<file path="config.mk">
export PLATFORM = sky130hd
export DESIGN_NAME = sldrv_top
export DESIGN_NICKNAME = d
export VERILOG_FILES = /design/src/hdl/sldrv_prescale.v /design/src/hdl/sldrv_fpmux.v /design/src/hdl/sldrv_top.v
export VERILOG_INCLUDE_DIRS = /design/src /design/src/common
export SDC_FILE = /design/constraint.sdc
export NUM_CORES = 1
export LEC_CHECK = 0
export ABC_AREA = 0
export BUFFER_PORTS_ARGS = -buffer_cell sky130_fd_sc_hd__buf_2
export CORE_MARGIN = 4
export CORE_UTILIZATION = 53
export CTS_CLUSTER_SIZE = 12
export DETAILED_ROUTE_END_ITERATION = 10
export HOLD_SLACK_MARGIN = 0.03
export PLACE_DENSITY = 0.73
export SLEW_MARGIN = 20
export SYNTH_ARGS = -nofsm -noshare
export SYNTH_HDL_FRONTEND = slang
export SYNTH_HIERARCHICAL = 1
export SYNTH_SLANG_ARGS = --single-unit
</file>
<file path="constraint.sdc">
create_clock -name CORE_CLK -period 3.24 [get_ports CORE_CLK]
set_input_delay 0.162 -clock CORE_CLK [delete_from_list [all_inputs] [get_ports CORE_CLK]]
set_output_delay 0.162 -clock CORE_CLK [all_outputs]
set_load 0.005 [all_outputs]
</file>
<file path="src/common/sldrv_map.vh">
// Operation
// - no frontplane waveform while display disabled
// - enabled display drives frontplane once enable set
// - only five duty and bias combinations exist
// - duty field 01,10,11,00 gives 1/1..1/4
// - bias bit matters only at half duty
// - unused backplanes stay high impedance
// - backplane waveform fixed, independent of memory
// - frontplane waveform built from segment memory
// - logic picks one of four levels
// - halt bit clear keeps waveforms in wait
// - halt in wait parks enabled pins low
// - memory and registers kept across wait
// - stop halts clocks, parks pins, keeps state
// - leaving stop resumes with prior pin function
// - slow oscillator enable clears only at reset
// - block raises no interrupt request
// - reset gives quarter duty, third bias, outputs off
// - prescaler divides source by 64 to 512
// - segment bit one drives on when enabled
`ifndef SLDRV_MAP_VH
`define SLDRV_MAP_VH

// register byte addresses
`define SLD_ADR_CTRL0 8'h00
`define SLD_ADR_CTRL1 8'h04
`define SLD_ADR_FPEN_LO 8'h08
`define SLD_ADR_FPEN_HI 8'h0c
`define SLD_ADR_SEG_FIRST 8'h10
`define SLD_ADR_SEG_LAST 8'h20
`define SLD_ADR_STATUS 8'h28
`define SLD_SEG_WORDS 5

// display_control_0 fields
`define SLD_C0_DUTY_LO 0
`define SLD_C0_DUTY_HI 1
`define SLD_C0_BIAS 2
`define SLD_C0_PRE_LO 4
`define SLD_C0_PRE_HI 5
`define SLD_C0_GEN 7
`define SLD_C0_RESET 32'h00000004

// display_control_1 fields
`define SLD_C1_HALT_WAIT 0
`define SLD_C1_SLOW_OSC 1

// duty codes
`define SLD_DUTY_1_1 2'h1
`define SLD_DUTY_1_2 2'h2
`define SLD_DUTY_1_3 2'h3
`define SLD_DUTY_1_4 2'h0

// bias mode codes towards the level generator
`define SLD_BIAS_1_1 2'h0
`define SLD_BIAS_1_2 2'h1
`define SLD_BIAS_1_3 2'h2

// prescaler divide ratios
`define SLD_DIV_00 10'h040
`define SLD_DIV_01 10'h080
`define SLD_DIV_10 10'h100
`define SLD_DIV_11 10'h200

// level select codes, V0 is driver_ground, V3 is panel_supply
`define SLD_LVL_V0 2'h0
`define SLD_LVL_V1 2'h1
`define SLD_LVL_V2 2'h2
`define SLD_LVL_V3 2'h3

`endif

</file>
<file path="src/hdl/sldrv_prescale.v">
`timescale 1ns/1ps
`default_nettype none
`include "sldrv_map.vh"

module sldrv_prescale (
  // clock and reset
  input wire clk,
  input wire rst_n,
  // control
  input wire run,
  input wire src_tick,
  input wire [1:0] sel,
  // display clock event
  output reg tick
);

  reg [9:0] cnt;
  reg [9:0] div;

  always @* begin
    case (sel)
      2'h0: div = `SLD_DIV_00;
      2'h1: div = `SLD_DIV_01;
      2'h2: div = `SLD_DIV_10;
      default: div = `SLD_DIV_11;
    endcase
  end

  // counting freezes while not running, so a halt resumes mid-period
  always @(posedge clk or negedge rst_n) begin
    if (!rst_n) begin
      cnt <= 10'h000;
      tick <= 1'b0;
    end else begin
      tick <= 1'b0;
      if (run && src_tick) begin
        if (cnt >= div - 10'h001) begin
          cnt <= 10'h000;
          tick <= 1'b1;
        end else begin
          cnt <= cnt + 10'h001;
        end
      end
    end
  end

endmodule
`default_nettype wire

</file>
<file path="src/hdl/sldrv_fpmux.v">
`timescale 1ns/1ps
`default_nettype none
`include "sldrv_map.vh"

module sldrv_fpmux (
  // segment data of this frontplane, one bit per backplane
  input wire [3:0] seg,
  // sequencing
  input wire [1:0] slot,
  input wire pol,
  input wire drive,
  input wire park,
  // pin
  output reg [1:0] level,
  output wire oe
);

  assign oe = drive;

  // on: opposite extreme to the selected backplane; off: inner level
  always @* begin
    if (!drive || park) begin
      level = `SLD_LVL_V0;
    end else if (seg[slot]) begin
      level = pol ? `SLD_LVL_V3 : `SLD_LVL_V0;
    end else begin
      level = pol ? `SLD_LVL_V1 : `SLD_LVL_V2;
    end
  end

endmodule
`default_nettype wire

</file>
<file path="src/hdl/sldrv_top.v">
// Decided for this implementation: the address map and register access over Wishbone.
`timescale 1ns/1ps
`default_nettype none
`include "sldrv_map.vh"

module sldrv_top (
  // clock and reset
  input wire CORE_CLK,
  input wire RST_N,
  // wishbone slave
  input wire WB_CYC,
  input wire WB_STB,
  input wire WB_WE,
  input wire [7:0] WB_ADR,
  input wire [3:0] WB_SEL,
  input wire [31:0] WB_DAT_I,
  output reg [31:0] WB_DAT_O,
  output reg WB_ACK,
  // system state and source clock event
  input wire SRC_TICK,
  input wire WAIT_MODE,
  input wire STOP_MODE,
  // clock power unit
  output reg SLOW_OSC_EN,
  // interrupt line, never asserted
  output wire DISPLAY_IRQ,
  // frontplane_outputs
  output reg [79:0] FP_LEVEL,
  output reg [39:0] FP_OE,
  // backplane_outputs
  output reg [7:0] BP_LEVEL,
  output reg [3:0] BP_OE,
  // level generator mode
  output reg [1:0] BIAS_MODE
);

  // byte-lane merge, used by every writable register
  function [31:0] wmerge;
    input [31:0] old;
    input [31:0] din;
    input [3:0] sel;
    integer b;
    begin
      wmerge = old;
      for (b = 0; b < 4; b = b + 1) begin
        if (sel[b]) begin
          wmerge[b*8 +: 8] = din[b*8 +: 8];
        end
      end
    end
  endfunction

  // active backplanes per duty
  function [2:0] bp_count;
    input [1:0] duty;
    begin
      case (duty)
        `SLD_DUTY_1_1: bp_count = 3'h1;
        `SLD_DUTY_1_2: bp_count = 3'h2;
        `SLD_DUTY_1_3: bp_count = 3'h3;
        default: bp_count = 3'h4;
      endcase
    end
  endfunction

  // addressable segments, forty per active backplane
  function [7:0] seg_count;
    input [2:0] nbp;
    begin
      case (nbp)
        3'h1: seg_count = 8'h28;
        3'h2: seg_count = 8'h50;
        3'h3: seg_count = 8'h78;
        default: seg_count = 8'ha0;
      endcase
    end
  endfunction

  // backplane level: extreme when selected, inner level otherwise
  function [1:0] bp_level;
    input selected;
    input pol;
    begin
      if (selected) begin
        bp_level = pol ? `SLD_LVL_V0 : `SLD_LVL_V3;
      end else begin
        bp_level = pol ? `SLD_LVL_V2 : `SLD_LVL_V1;
      end
    end
  endfunction

  // bias mode follows duty; the bias bit only counts at half duty
  function [1:0] bias_of;
    input [1:0] duty;
    input bias;
    begin
      case (duty)
        `SLD_DUTY_1_1: bias_of = `SLD_BIAS_1_1;
        `SLD_DUTY_1_2: bias_of = bias ? `SLD_BIAS_1_3 : `SLD_BIAS_1_2;
        default: bias_of = `SLD_BIAS_1_3;
      endcase
    end
  endfunction

  // control registers
  reg [1:0] duty;
  reg bias;
  reg [1:0] presc;
  reg gen;
  reg halt_wait;
  reg [39:0] fpen;
  reg [31:0] seg_mem [0:`SLD_SEG_WORDS-1];

  // engine state
  reg [1:0] slot;
  reg pol;

  wire req;
  wire wr;
  wire seg_hit;
  wire [3:0] seg_off;
  wire [31:0] ctrl0_word;
  wire [31:0] ctrl1_word;
  wire [31:0] status_word;
  wire [31:0] next_ctrl0;
  wire [31:0] next_ctrl1;
  wire [2:0] nbp;
  wire halted;
  wire run;
  wire disp_tick;
  wire [159:0] seg_flat;
  wire [79:0] next_fp_level;
  wire [39:0] next_fp_oe;
  wire [31:0] next_fpen_hi;
  wire last_slot;
  wire duty_changed;
  reg [1:0] duty_q;
  reg [31:0] next_rdata;
  reg [7:0] next_bp_level;
  reg [3:0] next_bp_oe;
  integer k;
  integer j;

  assign DISPLAY_IRQ = 1'b0;

  // ---- bus slave
  assign req = WB_CYC & WB_STB;
  // write lands on the edge at which the master samples ack
  assign wr = req & WB_WE & WB_ACK;
  assign seg_off = WB_ADR[5:2] - 4'h4;
  assign seg_hit = (WB_ADR >= `SLD_ADR_SEG_FIRST) && (WB_ADR <= `SLD_ADR_SEG_LAST) &&
                   (WB_ADR[1:0] == 2'h0);

  assign ctrl0_word = {24'h000000, gen, 1'b0, presc, 1'b0, bias, duty};
  assign ctrl1_word = {30'h00000000, SLOW_OSC_EN, halt_wait};
  assign status_word = {15'h0000, run, seg_count(nbp), 1'b0, nbp, halted, pol, slot};
  assign next_ctrl0 = wmerge(ctrl0_word, WB_DAT_I, WB_SEL);
  assign next_ctrl1 = wmerge(ctrl1_word, WB_DAT_I, WB_SEL);
  assign next_fpen_hi = wmerge({24'h000000, fpen[39:32]}, WB_DAT_I, WB_SEL);

  always @* begin
    next_rdata = 32'h00000000;
    if (seg_hit) begin
      next_rdata = seg_mem[seg_off[2:0]];
    end else begin
      case (WB_ADR)
        `SLD_ADR_CTRL0: next_rdata = ctrl0_word;
        `SLD_ADR_CTRL1: next_rdata = ctrl1_word;
        `SLD_ADR_FPEN_LO: next_rdata = fpen[31:0];
        `SLD_ADR_FPEN_HI: next_rdata = {24'h000000, fpen[39:32]};
        `SLD_ADR_STATUS: next_rdata = status_word;
        default: next_rdata = 32'h00000000;
      endcase
    end
  end

  // one-cycle answer, every address acknowledged; unmapped reads zero
  always @(posedge CORE_CLK or negedge RST_N) begin
    if (!RST_N) begin
      WB_ACK <= 1'b0;
      WB_DAT_O <= 32'h00000000;
    end else begin
      WB_ACK <= req & ~WB_ACK;
      if (req && !WB_ACK) begin
        WB_DAT_O <= next_rdata;
      end
    end
  end

  // register file; low-power modes never touch it
  always @(posedge CORE_CLK or negedge RST_N) begin
    if (!RST_N) begin
      duty <= `SLD_DUTY_1_4;
      bias <= 1'b1;
      presc <= 2'h0;
      gen <= 1'b0;
      halt_wait <= 1'b0;
      SLOW_OSC_EN <= 1'b0;
      fpen <= 40'h0000000000;
      for (k = 0; k < `SLD_SEG_WORDS; k = k + 1) begin
        seg_mem[k] <= 32'h00000000;
      end
    end else if (wr) begin
      if (seg_hit) begin
        seg_mem[seg_off[2:0]] <= wmerge(seg_mem[seg_off[2:0]], WB_DAT_I, WB_SEL);
      end else begin
        case (WB_ADR)
          `SLD_ADR_CTRL0: begin
            duty <= {next_ctrl0[`SLD_C0_DUTY_HI], next_ctrl0[`SLD_C0_DUTY_LO]};
            bias <= next_ctrl0[`SLD_C0_BIAS];
            presc <= {next_ctrl0[`SLD_C0_PRE_HI], next_ctrl0[`SLD_C0_PRE_LO]};
            gen <= next_ctrl0[`SLD_C0_GEN];
          end
          `SLD_ADR_CTRL1: begin
            halt_wait <= next_ctrl1[`SLD_C1_HALT_WAIT];
            // sticky: software can start it but never stop it
            SLOW_OSC_EN <= SLOW_OSC_EN | next_ctrl1[`SLD_C1_SLOW_OSC];
          end
          `SLD_ADR_FPEN_LO: fpen[31:0] <= wmerge(fpen[31:0], WB_DAT_I, WB_SEL);
          `SLD_ADR_FPEN_HI: begin
            fpen[39:32] <= next_fpen_hi[7:0];
          end
          default: begin
          end
        endcase
      end
    end
  end

  // ---- waveform engine
  assign nbp = bp_count(duty);
  assign halted = STOP_MODE | (WAIT_MODE & halt_wait);
  assign run = gen & ~halted;
  assign last_slot = ({1'b0, slot} >= nbp - 3'h1);
  assign duty_changed = (duty != duty_q);

  // a new duty restarts the frame at backplane 0; otherwise a shrinking
  // backplane count could leave the slot pointing at an idle plane
  always @(posedge CORE_CLK or negedge RST_N) begin
    if (!RST_N) begin
      duty_q <= `SLD_DUTY_1_4;
    end else begin
      duty_q <= duty;
    end
  end

  sldrv_prescale u_prescale (
    .clk(CORE_CLK),
    .rst_n(RST_N),
    .run(run),
    .src_tick(SRC_TICK),
    .sel(presc),
    .tick(disp_tick)
  );

  // slot walks 0..nbp-1, polarity flips at each frame end; a halt freezes
  // both so the waveform picks up where it stopped
  always @(posedge CORE_CLK or negedge RST_N) begin
    if (!RST_N) begin
      slot <= 2'h0;
      pol <= 1'b0;
    end else if (!gen) begin
      slot <= 2'h0;
      pol <= 1'b0;
    end else if (duty_changed) begin
      slot <= 2'h0;
    end else if (disp_tick) begin
      if (last_slot) begin
        slot <= 2'h0;
        pol <= ~pol;
      end else begin
        slot <= slot + 2'h1;
      end
    end
  end

  genvar g;
  generate
    for (g = 0; g < `SLD_SEG_WORDS; g = g + 1) begin : g_flat
      assign seg_flat[g*32 +: 32] = seg_mem[g];
    end
    for (g = 0; g < 40; g = g + 1) begin : g_fp
      sldrv_fpmux u_fp (
        .seg(seg_flat[g*4 +: 4]),
        .slot(slot),
        .pol(pol),
        .drive(gen & fpen[g]),
        .park(halted),
        .level(next_fp_level[g*2 +: 2]),
        .oe(next_fp_oe[g])
      );
    end
  endgenerate

  // backplanes depend on mode, slot and polarity only, never on segment memory;
  // parked and idle planes sit at ground level
  always @* begin
    next_bp_level = 8'h00;
    next_bp_oe = 4'h0;
    for (j = 0; j < 4; j = j + 1) begin
      next_bp_oe[j] = gen & (j < nbp);
      if (!halted && gen && (j < nbp)) begin
        next_bp_level[j*2 +: 2] = bp_level(slot == j, pol);
      end
    end
  end

  // pin stage registered; adds one cycle behind any control change
  always @(posedge CORE_CLK or negedge RST_N) begin
    if (!RST_N) begin
      FP_LEVEL <= 80'h0;
      FP_OE <= 40'h0;
      BP_LEVEL <= 8'h00;
      BP_OE <= 4'h0;
      BIAS_MODE <= `SLD_BIAS_1_3;
    end else begin
      FP_LEVEL <= next_fp_level;
      FP_OE <= next_fp_oe;
      BIAS_MODE <= bias_of(duty, bias);
      BP_LEVEL <= next_bp_level;
      BP_OE <= next_bp_oe;
    end
  end

endmodule
`default_nettype wire

</file>
* After elaboration in Yosys (flattened, before gate mapping)
Index checks and enable logic that the tools add are counted. Widths: inputs -> output; s select.
Word-level totals: register bits 391, latch bits 0, bits in writable memories 0, bits in read-only memories 0, input bits 52, output and inout bits 169, word-level logic and storage cells 436, memories kept 0
Cells by class: $add $sub $neg 5, $mul 0, div/mod/pow operators 0, magnitude comparators 11, equal/unequal tests 20, shift operators 0, muxes and demuxes 209, bitwise logic cells 57, reductions and logical operators 106
Operators with widths (count):
- $mux 2 | 98
- $bwmux 160 | 1
- $pmux 32 s5 | 1
- $mux 32 | 4
- $bmux 32 s3 | 1
- $demux 32 s3 | 1
- $mux 8 | 12
- $bmux 1 s2 | 40
- $and 1x1->1 | 50
- $mux 1 | 46
- $logic_not 1->1 | 42
- $logic_or 1x1->1 | 40
- $pmux 10 s3 | 1
- $reduce_and 4->1 | 7
- $pmux 8 s3 | 1
- $eq 8x4->1 const B | 2
- $add 10x1->10 const B | 1
- $eq 2x2->1 const B | 5
- $ge 10x10->1 | 1
- $logic_and 1x1->1 | 10
- $mux 10 | 1
- $sub 10x1->10 const B | 1
- $pmux 3 s3 | 1
- $eq 8x3->1 const B | 1
- other kinds (27) | 40

* Longest topological paths before layout
Gate-level depths: netlist (run 1).
depth in word-level cells 9, depth in mapped cells 7, gate-level depth less buffers 7

* Hierarchy
The synthesis (run 1) kept the hierarchy.
Modules (own cells, without submodules):
- sldrv_top | instances 1, cells each 1311, area an instance 15802.7 sq um, seq. area each 9511.6 sq um
- sldrv_fpmux | instances 40, cells each 5, area an instance 60.1 sq um, seq. area each 0.0 sq um
- sldrv_prescale | instances 1, cells each 69, area an instance 663.1 sq um, seq. area each 275.3 sq um

* Worst setup path after synthesis (run 1)
Ideal clock, no wire load.
path type reg2reg, start register slot[0], end register pol, library setup time 0.084 ns, arrival time 3.374 ns, data required time 3.156 ns, path slack -0.218 ns, cell stages (with the launch flop) 7, path buffers 0, period minus slack after synthesis 3.458 ns, path through dfrtp_1 -> inv_1 -> ha_1 -> nand2b_1 -> a21oi_1 -> or4b_2 -> a21boi_0
Between the ends: longest elaborated chain between the ends 3
Ends and longest elaborated chain:
- from (decl) | RTL line sldrv_top.v:115 | reg [1:0] slot;
- from (signal assigned) | RTL line sldrv_top.v:272 | slot <= slot + 2'h1;
- $ge 2x3->1 | RTL line sldrv_top.v:234 | assign last_slot = ({1'b0, slot} >= nbp - 3'h1);
- $ne 2x1->1 (no line)
- $reduce_and 3->1 (no line)
- to (signal assigned) | RTL line sldrv_top.v:270 | pol <= ~pol;
- to (decl) | RTL line sldrv_top.v:116 | reg pol;
Every way passes these cells. A chain may end at the register's enable or synchronous reset.

* Worst setup path after layout (run 1)
start register WB_ACK, end register seg_mem, in the netlist seg_flat[55]
Between the ends: longest elaborated chain between the ends 2
Ends and longest elaborated chain:
- from (decl) | RTL line sldrv_top.v:18 | output reg WB_ACK,
- from (signal assigned) | RTL line sldrv_top.v:183 | WB_ACK <= req & ~WB_ACK;
- $and 1x1->1 | RTL line sldrv_top.v:149 | assign wr = req & WB_WE & WB_ACK;
- $reduce_and 2->1 (no line)
- to (signal, indexed assignment) | RTL line sldrv_top.v:205 | seg_mem[seg_off[2:0]] <= wmerge(seg_mem[seg_off[2:0]], WB_DAT_I, WB_SEL);
- to (decl) | RTL line sldrv_top.v:112 | reg [31:0] seg_mem [0:`SLD_SEG_WORDS-1];
Every way passes these cells.

==> results.py, run 1 <==
metrics = {
    "run_status": {
        "status": "finished, final reports clean",
    },
    "placed_design": {
        "placedInstanceArea_um2": 20300,
        "place.gp.congestion": 0.897,
        "dp.final_hpwl_um": 37800,
        "io_buffers": 219,
    },
    "timing": {
        "slew_violations": 0,
        "fin_crit_sh_pct": 77.9,
        "tns_ns": 0,
        "setup_viol": 0,
        "rsz0062_at_grt": "false",
        "skew_ns": 0.0196,
        "hold_violations": 0,
        "hold_slack_ns": 0.0592,
        "fin_crit_ns": 2.52,
        "fmax_ghz": 0.396,
        "tightestPinTransition_ns": 1.02,
        "relSlewSlack_pct": 31.7,
    },
    "global_routing": {
        "grt_overflow": 0,
        "antenna_found_initial": 0,
        "grt_pass1_vias": 14500,
        "grt_max_degree": 119,
        "grtUsageTotal_pct": 28.7,
        "grt_pass1_wl_um": 86800,
    },
    "route": {
        "vias_per_cell": 6.23,
        "drc": 0,
        "first_iter_violations": 1393,
        "wl_um": 55900,
        "vias": 14200,
        "wl_per_cell_um": 24.5,
        "ant_nets": 0,
        "dr.pass1.iters": 5,
    },
    "cts": {
        "htreeDepth": 2,
        "cts_tree": "done",
        "clock_sinks": 391,
        "clock_latency_ns": 0.55,
        "cts-root-buf": "clkbuf_16",
        "clk_path_buf_depth": 3,
        "path_clk_slew_ns": 0.06,
        "cts_buffers": 43,
    },
    "worst_setup_path": {
        "crit_type": "reg2reg",
        "reg2reg_from": "WB_ACK",
        "cp-end-kind": "flip-flop",
        "required_ns": 3.62,
        "start_kind": "flip-flop",
        "reg2reg_depth": 5,
        "r2r_slack_ns": 0.72,
        "worstPathArrival_ns": 2.91,
        "cp_max_fo": 16,
        "r2r_end": "seg_flat[55]",
    },
    "finish": {
        "drive_above_1_share_pct": 28.9,
        "multi_input_area_um2": 8320,
        "nNetsFinal": 1866,
        "n_fill_cell": 2647,
        "layout.area.seq_um2": 9790,
        "fin_area_um2": 22000,
        "area_delta_synth_final_pct": 16.7,
    },
    "die": {
        "pin_count": 221,
        "start_util_pct": 54.2,
        "die_y_um": 197,
        "dieArea_um2": 38700,
        "die_x_um": 197,
        "core_um2": 34800,
        "rows": 68,
    },
    "logic_synthesis": {
        "avgSynthCellArea_um2": 11.9,
        "yosys_warnings": 6,
        "syn_nets": 1649,
        "ys_seq_area_share_pct": 51.9,
        "yosysMostFrequentCell": "dfrtp_1",
        "syn-instance-count": 1580,
        "synth_edf_count": 0,
        "async_flop_share_pct": 100,
        "synth_commonest_cells": "dfrtp_1 (389), nand2_1 (147), o31ai_1 (125), mux2i_1 (74), nand2b_1 (66)",
        "netlist_top_cells_area": "dfrtp_1 (52%), o31ai_1 (5.0%), mux4_2 (4.8%)",
        "synth_ff_type": "dfrtp_1",
        "synth_seq_cells": 391,
        "yosysTopAreaCellShare_pct": 51.6,
        "yosysTopAreaCell": "dfrtp_1",
        "netlist_area_um2": 18900,
        "synth_cell_types": 65,
    },
    "flow_run": {
        "maxCapViolations": 0,
    },
    "power": {
        "power_density_nw_per_um2": 463,
        "p_leak_nw": 10.7,
        "ir_drop_mv": 0.364,
    },
    "hold_path": {
        "min_from": "SRC_TICK",
        "whs_path_depth": 4,
        "hold_end": "u_prescale/cnt[0]",
        "hp-class": "in2reg",
    },
}
-- critical path: stages, from the launching register on --
cell and delay, ns:
dfrtp_1 0.39, nand4_1 0.40, or4_1 1.03, buf_4 0.37, nand2_1 0.08, o31ai_1 0.08
-- cells in the final DEF, fill, tap and decap left out, types with 19 or more instances in the layout --
cell type / Yosys / final
dfrtp_1: 389 / 386
buf_2: 21 / 218
nand2_1: 147 / 147
o31ai_1: 125 / 125
mux2i_1: 74 / 74
nand2b_1: 66 / 66
mux2_2: 53 / 53
and2_1: 47 / 47
clkbuf_16: 0 / 45
xor2_1: 43 / 43
buf_4: 41 / 43
and3b_1: 41 / 41
a21oi_1: 40 / 40
mux4_2: 40 / 40
nor3b_2: 40 / 40
nor2b_1: 39 / 39
dlygate4sd3_1: 0 / 33
o22ai_1: 31 / 31
o31ai_2: 29 / 29
o211ai_1: 26 / 26
a211oi_1: 25 / 25
nor2_1: 22 / 22
nand3_1: 21 / 21
nor3_1: 19 / 19
-- per-stage QoR --
step	utilization, %	worst slack [ns]	power (mW)	instances
after global placement	58.4	0.828	5.49	2174
after floorplan	-	0.535	5.22	1580
final	63.3	0.716	10.2	2282
after global routing	63.3	0.674	10.5	2280
after detailed placement	58.4	0.747	5.50	2174
after CTS	63.3	0.796	10.2	2280
-- routing by layer --
layer  share of wire [%]  vias to the layer above  global-route usage (%)
met4                 2.6                        0                    8.76
met2                  45                      786                    44.0
met5                   0                        -                       0
met3                 9.7                       93                    6.07
li1                    -                     6171                       -
met1                  43                     7170                    41.8
-- state kept, by name, summed over array words and instances, names as in the netlist, 2 cells and up --
signal	count
fpen	40
FP_LEVEL	80
WB_DAT_O	32
BP_OE	4
presc	2
duty_q	2
duty	2
FP_OE	40
seg_flat	160
u_prescale/cnt	10
BIAS_MODE	2
BP_LEVEL	8
slot	2
-- how the worst max path moves through the flow --
stage | start | to | slack, ns | cells past startpoint
after floorplan | slot[0] | pol | 0.54 | 6
after global placement | WB_ADR[7] | seg_flat[54] | 0.83 | 6
after detailed placement | WB_ADR[2] | seg_flat[22] | 0.75 | 6
after CTS | WB_ACK | seg_flat[55] | 0.80 | 5
after global routing | WB_ACK | seg_flat[54] | 0.67 | 5
final | WB_ACK | seg_flat[55] | 0.72 | 5
-- area by class of cell --
class | instances | share of cell area (%)
clock buffer | 63 | 5.92
antenna | 2 | 0.0227
multi-input combinational | 1042 | 37.8
sequential | 391 | 44.5
timing repair buffer | 303 | 8.71
tap | 455 | 2.58
clock inverter | 10 | 0.261
inverter | 16 | 0.278
-- cells by family after synthesis --
logic type	Yosys count	synth area share, %
mux	168	11.9
simple gates	481	15.7
flops	391	51.9
other cells	2	0.0398
xor+xnor	53	2.46
fa+ha+maj	17	1.13
buf+inv	147	4.12
compound gates	321	12.7
-- what timing repair did --
item,in CTS,in global routing
setup buffers,0,0
gates resized for setup,0,0
hold endpoints to repair,161,0
hold buffers,33,0
-- report_power, final --
part | total, mW | leakage (nW) | internal (mW) | switching, mW
Combinational | 0.533 | 4.65 | 0.156 | 0.378
Sequential | 4.92 | 5.42 | 4.90 | 0.0163
Clock | 4.74 | 0.682 | 2.77 | 1.97
Note: power is estimated with default switching activity, not from simulation.
==> run 2: changes to the inputs <==
==> constraint.sdc (replaced) <==
create_clock -name CORE_CLK -period 2.3 [get_ports CORE_CLK]
set_input_delay 0.115 -clock CORE_CLK [delete_from_list [all_inputs] [get_ports CORE_CLK]]
set_output_delay 0.115 -clock CORE_CLK [all_outputs]
set_load 0.005 [all_outputs]
==> run 2 against run 1 <==
Maximum frequency is 15% higher; non-clock buffer count increased by 43; clock power up 36%; cell count increased by 1.8%; worst setup slack worse by 0.61 ns; power up 39%; wire length down 0.33%; global-route usage fell by 0.12 points.
==> results.py, run 2 (same netlist as run 1, synthesis figures left out) <==
metrics = {
    "worst_setup_path": {
        "cpMostUsedCell": "ha_1",
        "cp_cell_sequence": "inv_1, ha_1, ha_1, a21oi_1, or4b_2, a21boi_0",
        "required_ns": 2.76,
        "cp_max_fo": 6,
        "reg2reg_depth": 6,
        "reg2reg_from": "duty[1]",
        "crit_type": "reg2reg",
        "slowest_stage": "or4b_2",
        "cp-end-kind": "flip-flop",
        "critPathLaunch": "duty[1]",
        "r2r_end": "pol",
        "cpPeakStageDelay_ns": 0.63,
        "start_kind": "flip-flop",
        "cp.buffers_inverters": 1,
        "r2r_slack_ns": 0.11,
        "worstPathArrival_ns": 2.65,
        "crit_family": "simple AND/OR/NAND/NOR gates",
    },
    "finish": {
        "nNetsFinal": 1908,
        "layoutNonFillerInstCount": 2322,
        "fin_area_um2": 22400,
        "drive_above_1_share_pct": 29.9,
        "n_fill_cell": 2653,
        "num_antenna_cells": 0,
        "largest_reg_flops": 160,
        "fin_util_pct": 64.4,
        "final_cell_mix": "dfrtp_1 (386), buf_2 (218), nand2_1 (147)",
        "multi_input_area_um2": 8320,
        "area_delta_synth_final_pct": 18.8,
        "final_common_cell": "dfrtp_1",
        "layout.area.seq_um2": 9800,
    },
    "timing": {
        "relSlewSlack_pct": 39.4,
        "setup_viol": 0,
        "fmax_ghz": 0.456,
        "tns_ns": 0,
        "skew_ns": 0.0219,
        "tightestPinTransition_ns": 0.904,
        "fin_crit_sh_pct": 95.2,
        "fin_crit_ns": 2.19,
        "postLayoutSetupSlackWorst_ns": 0.109,
        "hold_slack_ns": 0.0573,
        "rsz0062_at_grt": "false",
        "slew_violations": 0,
        "hold_violations": 0,
    },
    "placed_design": {
        "dp.final_hpwl_um": 38100,
        "io_buffers": 219,
        "place.gp.congestion": 0.899,
        "place_ws_ns": 0.149,
        "place_inst": 2214,
        "placedInstanceArea_um2": 20800,
    },
    "power": {
        "ir_drop_mv": 0.551,
        "p_leak_nw": 11.0,
        "seqPwrFrac_pct": 48.9,
        "power.internal_mw": 10.9,
        "power_frac_comb_pct": 5.6,
        "power_density_nw_per_um2": 632,
        "p_sw_mw": 3.24,
        "power_frac_clock_pct": 45.4,
        "swShare_pct": 22.9,
        "finalPower_mw": 14.2,
    },
    "hold_path": {
        "min_from": "WAIT_MODE",
        "hp-class": "in2reg",
        "whs_path_depth": 5,
        "hold_end": "BP_LEVEL[5]",
    },
    "die": {
        "core_um2": 34800,
        "rows": 68,
        "pin_count": 221,
        "die_x_um": 197,
        "die_y_um": 197,
        "start_util_pct": 54.2,
        "dieArea_um2": 38700,
    },
    "cts": {
        "cts_buffers": 42,
        "htreeDepth": 2,
        "clock_latency_ns": 0.55,
        "post-cts-setup-buffer-count": 0,
        "clk_path_buf_depth": 3,
        "clock_sinks": 391,
        "cts-root-buf": "clkbuf_16",
        "cts_tree": "done",
        "path_clk_slew_ns": 0.06,
    },
    "route": {
        "wl_um": 55700,
        "wl_per_cell_um": 24.0,
        "dr.pass1.iters": 6,
        "vias": 14200,
        "vias_per_cell": 6.13,
        "drc": 0,
        "ant_nets": 0,
        "first_iter_violations": 1328,
    },
    "flow_run": {
        "maxCapViolations": 0,
    },
    "global_routing": {
        "grt_use_met1_pct": 40.8,
        "met3_usage_pct": 6.67,
        "grt_busiest_layer": "met2",
        "grt_pass1_vias": 14400,
        "grtUsageTotal_pct": 28.6,
        "grt_overflow": 0,
        "antenna_found_initial": 0,
        "grt_max_degree": 82,
        "grt_pass1_wl_um": 86400,
        "grtUsageMet2_pct": 44.4,
    },
    "run_status": {
        "status": "finished, final reports clean",
    },
}
-- run 2: cell types whose count changed in the layout (fill, tap and decap cells not counted), moves of 3 or more --
| cell | delta |
|---|---|
| buf_4 | +30 |
| dlygate4sd3_1 | +3 |
| clkbuf_1 | +9 |
| clkinv_2 | -5 |
| clkbuf_8 | -5 |
| buf_12 | +10 |
-- run 2: routing by layer --
metal / vias up / wire length (um)
li1: 6249 / -
met1: 7152 / 23300
met2: 717 / 25200
met3: 108 / 5480
met4: 0 / 1680
met5: - / 0
-- run 2: cell type report --
| cell class | instances | share of cell area (%) |
|---|---|---|
| Sequential cell | 391 | 43.7 |
| Clock buffer | 67 | 5.66 |
| Multi-Input combinational cell | 1042 | 37.1 |
| Clock inverter | 5 | 0.128 |
| Timing Repair Buffer | 346 | 10.6 |
| Inverter | 16 | 0.285 |
| Tap cell | 455 | 2.54 |
-- run 2: power by group through the flow --
stage          clock network, mW  registers [mW]  logic (mW)
6_report                    6.44            6.93       0.799
5_1_grt                     6.82            6.93       0.867
4_1_cts                     6.53            6.93       0.797
3_5_place_dp                   0            7.06       0.744
3_3_place_gp                   0            7.05       0.733
2_1_floorplan                  0            7.05       0.309
-- run 2: worst max-delay path by stage --
stage / cells past startpoint / to / slack [ns]
2_1_floorplan: 6 / pol / -0.1
3_3_place_gp: 6 / fpen[20] / 0.21
3_5_place_dp: 6 / pol / 0.15
4_1_cts: 6 / pol / 0.13
5_1_grt: 6 / pol / 0.02
6_report: 6 / pol / 0.11
-- run 2: tightest hold or removal path: stages --
cell	delay, ns
buf_2	0.08
a21oi_1	0.08
buf_4	0.16
nand2_1	0.08
nor2_1	0.05
-- run 2: what timing repair did --
item | CTS | global route
hold buffers | 36 | 0
hold endpoints to repair | 511 | 0
resized for setup | 0 | 0
